--- config.mk ---
export PLATFORM = sky130hd
export DESIGN_NAME = reload_timer_mode_control
export DESIGN_NICKNAME = d
export VERILOG_FILES = /design/src/reload_timer_pkg.sv /design/src/count_source_div.sv /design/src/reload_timer_mode_control.sv
export SDC_FILE = /design/constraint.sdc
export NUM_CORES = 1
export LEC_CHECK = 0
export BUFFER_PORTS_ARGS = -buffer_cell sky130_fd_sc_hd__buf_2
export CAP_MARGIN = 5
export CORE_MARGIN = 8
export CORE_UTILIZATION = 38
export CTS_BUF_LIST = sky130_fd_sc_hd__clkbuf_8
export DETAILED_ROUTE_END_ITERATION = 16
export PLACE_DENSITY = 0.67
export SLEW_MARGIN = 20
export SYNTH_ARGS = -nofsm -noshare
export SYNTH_HDL_FRONTEND = slang
export SYNTH_SLANG_ARGS = --single-unit
--- constraint.sdc ---
create_clock -name clk_i -period 3.1 [get_ports clk_i]
set_input_delay 0.31 -clock clk_i [delete_from_list [all_inputs] [get_ports clk_i]]
set_output_delay 0.31 -clock clk_i [all_outputs]
set_load 0.01 [all_outputs]
--- src/reload_timer_pkg.sv ---
// reload timer package: register map, field positions, reset values,
// timing constants, the timer mode value, the write-phase type, state carriers.
// assumes a 100 MHz system clock and a 32-bit classic Wishbone master.
package reload_timer_pkg;
    // ------------------------------------------------------------
    // register byte addresses
    // ------------------------------------------------------------
    localparam logic [7:0] ADDR_MODE_CTRL = 8'h80;
    localparam logic [7:0] ADDR_WAVE_CTRL = 8'h84;
    localparam logic [7:0] ADDR_PRESCALER = 8'h88;
    localparam logic [7:0] ADDR_PERIOD = 8'h8c;
    localparam logic [7:0] ADDR_IRQ_CTRL = 8'h90;

    // ------------------------------------------------------------
    // fields and reset values
    // ------------------------------------------------------------
    localparam int MODE_HI_POS = 5;
    localparam int MODE_LO_POS = 4;
    localparam int RUN_POS = 7;
    localparam int WSEL_POS = 6;
    localparam int IRQ_POS = 0;
    localparam logic [1:0] MODE_TIMER = 2'h0;
    localparam logic [7:0] MODE_CTRL_RST = 8'h00;
    localparam logic [7:0] WAVE_CTRL_RST = 8'h00;
    localparam logic [7:0] PRESCALER_RST = 8'hff;
    localparam logic [7:0] PERIOD_RST = 8'hff;

    // ------------------------------------------------------------
    // timing: count source period and its cycle count
    // ------------------------------------------------------------
    localparam int CLK_PERIOD_NS = 10;
    localparam int SRC_PERIOD_NS = 20;
    localparam int SRC_DIV = (SRC_PERIOD_NS + CLK_PERIOD_NS - 1) / CLK_PERIOD_NS;
    localparam logic [3:0] SRC_DIV_LAST = 4'(SRC_DIV - 1);

    // ------------------------------------------------------------
    // types
    // ------------------------------------------------------------
    typedef enum logic [1:0] {PH_IDLE, PH_LOAD, PH_COPY, PH_RESUME} wr_phase_t;

    typedef struct packed {
        logic [7:0] mode_ctrl;
        logic [7:0] wave_ctrl;
        logic [7:0] pre_rld;
        logic [7:0] per_rld;
        logic [7:0] pre_cnt;
        logic [7:0] per_cnt;
        logic [7:0] pend_pre;
        logic [7:0] pend_per;
        logic pend_pre_v;
        logic pend_per_v;
        wr_phase_t phase;
        logic irq;
        logic ack;
        logic [31:0] dat;
    } timer_state_t;

    typedef struct packed {
        logic [3:0] cnt;
        logic tick;
    } div_state_t;
endpackage
--- src/count_source_div.sv ---
// count source divider: one-cycle tick every SRC_DIV clocks.
// assumes one clock; the tick is an enable, never a clock.
module count_source_div (
    input wire logic clk_i,
    input wire logic rst_n_i,
    output logic tick_o
);
    reload_timer_pkg::div_state_t s_q, s_d;

    // ------------------------------------------------------------
    // divider
    // ------------------------------------------------------------
    // free running so the tick phase does not depend on the run flag
    always_comb begin
        s_d = s_q;
        s_d.tick = (s_q.cnt == reload_timer_pkg::SRC_DIV_LAST);
        s_d.cnt = s_d.tick ? 4'h0 : s_q.cnt + 4'h1;
    end

    always_ff @(posedge clk_i) begin
        if (!rst_n_i) begin
            s_q <= '0;
        end else begin
            s_q <= s_d;
        end
    end

    assign tick_o = s_q.tick;
endmodule

--- src/reload_timer_mode_control.sv ---
// reload timer in plain timer mode, with its Wishbone register slave.
// assumes a classic single-cycle Wishbone master on the system clock;
// byte lane 0 carries every register, upper lanes read as zero.
//
// Added by the designer: the Wishbone register port.
module reload_timer_mode_control (
    input wire logic clk_i,
    input wire logic rst_n_i,
    input wire logic wb_cyc_i,
    input wire logic wb_stb_i,
    input wire logic wb_we_i,
    input wire logic [7:0] wb_adr_i,
    input wire logic [3:0] wb_sel_i,
    input wire logic [31:0] wb_dat_i,
    output logic [31:0] wb_dat_o,
    output logic wb_ack_o,
    output logic irq_request_flag_o
);
    reload_timer_pkg::timer_state_t s_q, s_d;
    logic tick;
    logic req, wr, wr_pre, wr_per, wr_mode, wr_irq;
    logic running, wsel, timer_mode, count_ok;
    logic [7:0] wbyte;

    count_source_div u_div (
        .clk_i(clk_i),
        .rst_n_i(rst_n_i),
        .tick_o(tick)
    );

    // ------------------------------------------------------------
    // bus decode
    // ------------------------------------------------------------
    // a write lands on the edge where ack is high, as the master expects
    assign req = wb_cyc_i && wb_stb_i;
    assign wr = req && wb_we_i && s_q.ack && wb_sel_i[0];
    assign wbyte = wb_dat_i[7:0];
    assign wr_pre = wr && (wb_adr_i == reload_timer_pkg::ADDR_PRESCALER);
    assign wr_per = wr && (wb_adr_i == reload_timer_pkg::ADDR_PERIOD);
    assign wr_mode = wr && (wb_adr_i == reload_timer_pkg::ADDR_MODE_CTRL);
    assign wr_irq = wr && (wb_adr_i == reload_timer_pkg::ADDR_IRQ_CTRL);

    assign running = s_q.mode_ctrl[reload_timer_pkg::RUN_POS];
    assign wsel = s_q.mode_ctrl[reload_timer_pkg::WSEL_POS];
    assign timer_mode = ({s_q.mode_ctrl[reload_timer_pkg::MODE_HI_POS],
                          s_q.mode_ctrl[reload_timer_pkg::MODE_LO_POS]}
                         == reload_timer_pkg::MODE_TIMER);
    // counting pauses while a simultaneous write is being walked in
    assign count_ok = running && timer_mode &&
                      (s_q.phase == reload_timer_pkg::PH_IDLE ||
                       s_q.phase == reload_timer_pkg::PH_RESUME);

    // ------------------------------------------------------------
    // next state
    // ------------------------------------------------------------
    always_comb begin
        s_d = s_q;
        // single-cycle answer, ack drops the cycle after
        s_d.ack = req && !s_q.ack;
        s_d.dat = '0;
        case (wb_adr_i)
            reload_timer_pkg::ADDR_MODE_CTRL: s_d.dat[7:0] = s_q.mode_ctrl;
            reload_timer_pkg::ADDR_WAVE_CTRL: s_d.dat[7:0] = s_q.wave_ctrl;
            // reads return the live count, not the reload value
            reload_timer_pkg::ADDR_PRESCALER: s_d.dat[7:0] = s_q.pre_cnt;
            reload_timer_pkg::ADDR_PERIOD: s_d.dat[7:0] = s_q.per_cnt;
            reload_timer_pkg::ADDR_IRQ_CTRL: s_d.dat[reload_timer_pkg::IRQ_POS] = s_q.irq;
            default: s_d.dat = '0;
        endcase

        if (wr_mode) begin
            s_d.mode_ctrl = wbyte;
        end
        if (wr && wb_adr_i == reload_timer_pkg::ADDR_WAVE_CTRL) begin
            s_d.wave_ctrl = wbyte;
        end
        // software clears the flag by writing zero; hardware sets below win
        if (wr_irq && !wbyte[reload_timer_pkg::IRQ_POS]) begin
            s_d.irq = 1'b0;
        end

        // counting and the three-tick write walk
        if (tick) begin
            case (s_q.phase)
                reload_timer_pkg::PH_LOAD: begin
                    if (s_q.pend_pre_v) s_d.pre_rld = s_q.pend_pre;
                    if (s_q.pend_per_v) s_d.per_rld = s_q.pend_per;
                    s_d.phase = reload_timer_pkg::PH_COPY;
                end
                reload_timer_pkg::PH_COPY: begin
                    s_d.pre_cnt = s_q.pre_rld;
                    s_d.per_cnt = s_q.per_rld;
                    s_d.pend_pre_v = 1'b0;
                    s_d.pend_per_v = 1'b0;
                    s_d.phase = reload_timer_pkg::PH_RESUME;
                end
                reload_timer_pkg::PH_RESUME: s_d.phase = reload_timer_pkg::PH_IDLE;
                default: s_d.phase = s_q.phase;
            endcase
            if (count_ok) begin
                if (s_q.pre_cnt != 8'h00) begin
                    s_d.pre_cnt = s_q.pre_cnt - 8'h01;
                end else begin
                    s_d.pre_cnt = s_q.pre_rld;
                    if (s_q.per_cnt != 8'h00) begin
                        s_d.per_cnt = s_q.per_cnt - 8'h01;
                    end else begin
                        s_d.per_cnt = s_q.per_rld;
                        s_d.irq = 1'b1;
                    end
                end
            end
        end

        // a stop abandons any half-walked write
        if (!running) begin
            s_d.phase = reload_timer_pkg::PH_IDLE;
            s_d.pend_pre_v = 1'b0;
            s_d.pend_per_v = 1'b0;
        end

        if (wr_pre || wr_per) begin
            if (!running) begin
                if (wr_pre) begin
                    s_d.pre_rld = wbyte;
                    s_d.pre_cnt = wbyte;
                end
                if (wr_per) begin
                    s_d.per_rld = wbyte;
                    s_d.per_cnt = wbyte;
                end
            end else if (wsel) begin
                if (wr_pre) s_d.pre_rld = wbyte;
                if (wr_per) s_d.per_rld = wbyte;
            end else begin
                if (wr_pre) begin
                    s_d.pend_pre = wbyte;
                    s_d.pend_pre_v = 1'b1;
                end
                if (wr_per) begin
                    s_d.pend_per = wbyte;
                    s_d.pend_per_v = 1'b1;
                end
                s_d.phase = reload_timer_pkg::PH_LOAD;
                s_d.irq = 1'b1;
            end
        end
    end

    // ------------------------------------------------------------
    // state register
    // ------------------------------------------------------------
    always_ff @(posedge clk_i) begin
        if (!rst_n_i) begin
            s_q <= '0;
            s_q.mode_ctrl <= reload_timer_pkg::MODE_CTRL_RST;
            s_q.wave_ctrl <= reload_timer_pkg::WAVE_CTRL_RST;
            s_q.pre_rld <= reload_timer_pkg::PRESCALER_RST;
            s_q.per_rld <= reload_timer_pkg::PERIOD_RST;
            s_q.pre_cnt <= reload_timer_pkg::PRESCALER_RST;
            s_q.per_cnt <= reload_timer_pkg::PERIOD_RST;
            s_q.phase <= reload_timer_pkg::PH_IDLE;
        end else begin
            s_q <= s_d;
        end
    end

    assign wb_dat_o = s_q.dat;
    assign wb_ack_o = s_q.ack;
    assign irq_request_flag_o = s_q.irq;
endmodule

==> results.ini <==
[job]
cap_violations = 0

[clock_tree]
holdBufCountCts = 0
cts_tree = built
clock_sinks = 83
clk_pin_slew_ns = 0.09
post_cts_buffers = 0
clkLatencyLatePin_ns = 0.37
ctsResizeCount = 0
h-tree-depth = 3
cts_buffers = 9
clock_path_buffers = 2
cts-root-buf = clkbuf_8

[grt]
grt_max_degree = 48
overflow = 0
antenna_found_initial = 0
grt_usage_pct = 15.2
grt_pass1_vias = 3641
grt_pass1_wl_um = 19500

[min_path]
whs_path_depth = 3
hp-class = input pin to flop
min_from = wb_stb_i
holdPathEnd = wb_ack_o

[synthesis]
synth_mux_area_share_pct = 15.2
synth_top_family_by_area = simple AND/OR/NAND/NOR gates
netlist.area_leader.share_pct = 34.9
postSynthCellCount = 530
yosysSeqAreaShare_pct = 34.9
syn_area_um2 = 4750
ys_warn_count = 0
synth_seq_cells = 83
synth_area_leaders = dfxtp_1, mux2i_1, nor2b_1
yosys_most_used_dff = dfxtp_1
ys_types = 74
yosys.area_share.simple_pct = 24.8
syn_area_per_cell_um2 = 8.97
synthAdderAreaFrac_pct = 1.58
synth_compound_area_share_pct = 13.4
ys_async_sr_fraction_pct = 0
yosysTopAreaCell = dfxtp_1
synth_edf_count = 0
synth_xor_area_share_pct = 0.368

[sta]
slew_headroom_pct = 51.6
fin_skew_ns = 0.0112
setup_viol = 0
hold_viol_final = 0
totalNegativeSetupSlack_ns = 0
setup_ws_ns = 0.473
timing.final.crit_share_pct = 84.8
fmax_mhz = 381
period_needed_ns = 2.63
rsz0062_at_grt = no
slew_violations = 0
tightest_slew_ns = 0.715

[routing]
route.met2.wl_um = 5860
wl_per_cell_um = 17.5
via_per_inst = 5.48
ant_nets = 0
drt_iter0_drc = 266
top_layer = met4
wl_met1_um = 5450
drtPass1Iterations = 5
remaining_drc_errors = 0
dr_wl_met3_um = 813
vias = 3915
wirelength_um = 12500

[layout]
nets = 593
drive_gt1_share_pct = 17.3
antenna_cells = 0
syn_to_final_growth_pct = 8.03
final-instance-count-excl-fill = 715

[floorplan]
die-area_um2 = 16300
start_util_pct = 38.3
core-area_um2 = 12400
rows = 41
die_h_um = 128
die_x_um = 128
pin_count = 83

[power_and_ir_drop]
powerDensity_nw_per_um2 = 413
power.leakage_nw = 1.91
vdd_drop_max_v = 0.000299
power_mw = 2.12

[placement]
hpwl_um = 9090
place.gp.congestion = 0.963
io_buffers = 31
dp_slack_ns = 0.518
dp.cells = 699

[setup_path]
cp-end-kind = flop
worst_ep_required_time_ns = 3.32
critPathArrivalTime_ns = 2.85
crit_type = flop to flop
worstReg2RegEnd = s_q[60]
critical_path.startpoint_type = flop
rrSetupSlack_ns = 0.47
reg2reg_depth = 7
cp_max_fo = 9
r2r_start = s_q[63]

[status]
status = completed

==> Yosys cell counts (all sizes together), types with 3 or more instances <==
cell type and instances:
mux2i 53, mux2 17, o21ai 15, o31a 3
nand4 4, a222oi 4, or4 4, a211oi 9
o211ai 5, and3 4, nor2 25, o31ai 3
nand2b 4, or3 4, nor2b 49, ha 6
dfxtp 83, buf 44, clkbuf 22, a32oi 3
o311ai 6, a21oi 18, nor3 15, inv 17
nor3b 4, nand3b 4, nand2 43, nand3 9
nor4 15
==> report_power, final <==
part	internal [mW]	total, mW	switching (mW)
combinational	0.0475	0.150	0.103
sequential	1.08	1.09	0.0124
clock	0.459	0.882	0.423
total	1.58	2.12	0.538
==> how the worst max path moves through the flow <==
stage | cells after the start | end | from
floorplan | 8 | s_q[54] | s_q[54]
global placement | 7 | s_q[60] | s_q[62]
detailed placement | 7 | s_q[60] | s_q[63]
CTS | 7 | s_q[60] | s_q[63]
global route | 7 | s_q[54] | s_q[63]
finish | 7 | s_q[60] | s_q[63]
==> final cells by class <==
cell class | count | area [um^2]
inverter | 17 | 63.8
timing repair buffer | 40 | 235
sequential | 83 | 1660
fill | 1250 | 7280
clock inverter | 7 | 101
multi-input combinational | 387 | 2740
tap | 172 | 215
clock buffer | 9 | 124
==> critical path, cell delays in order (launching register included) <==
cell and delay, ns:
dfxtp_1 0.34, inv_1 0.12, ha_1 0.26, or4b_1 0.71
nor4_4 0.54, o311ai_0 0.24, o311ai_0 0.15, o211ai_1 0.12
==> logic make-up (layout without fill, tap and decap cells) <==
logic type                 count (synthesis)  in the layout
xor gates and xnor gates                   2              2
buffers and inverters                     83             73
other                                      1             24
AOI/OAI and AO/OA                         88             88
muxes                                     70             70
and+or+nand+nor                          197            197
adders and majority gates                  6              6
DFF                                       83             83
==> per-layer routing <==
metal  track usage [%]  up-vias
met3              2.45       25
met2              24.8      141
met1              19.0     1869
li1                  -     1880
met5                 0        -
met4              7.55        0
==> stage by stage <==
step	hold WS, ns	utilization, %	instance area [um^2]
3_3_place_gp	0.419	39.6	4910
6_report	0.221	41.4	5140
5_1_grt	0.237	41.4	5140
4_1_cts	0.210	41.4	5140
3_5_place_dp	0.434	39.6	4910
2_1_floorplan	0.422	-	4840
==> placed cells by master (no fill, tap or decap), drive strengths merged, types with 3 or more instances in the layout <==
master / instances
o31a: 3
nand3b: 4
o311ai: 6
o21ai: 15
a32oi: 3
or3: 4
nand2: 43
dfxtp: 83
nor4: 15
ha: 6
conb: 24
nand2b: 4
nand4: 4
mux2: 17
and3: 4
nor2: 25
buf: 40
o31ai: 3
nor2b: 49
nor3b: 4
o211ai: 5
nand3: 9
inv: 18
a222oi: 4
a21oi: 18
clkbuf: 9
or4: 4
mux2i: 53
a211oi: 9
nor3: 15
==> flip-flops by register name (all words and copies together), names as in the netlist <==
register	cells
u_div.tick_o	1
s_q	67
wb_dat_o	8
u_div.s_q	4
irq_request_flag_o	1
running	1
wb_ack_o	1
Power figures use the tool's default switching activity.
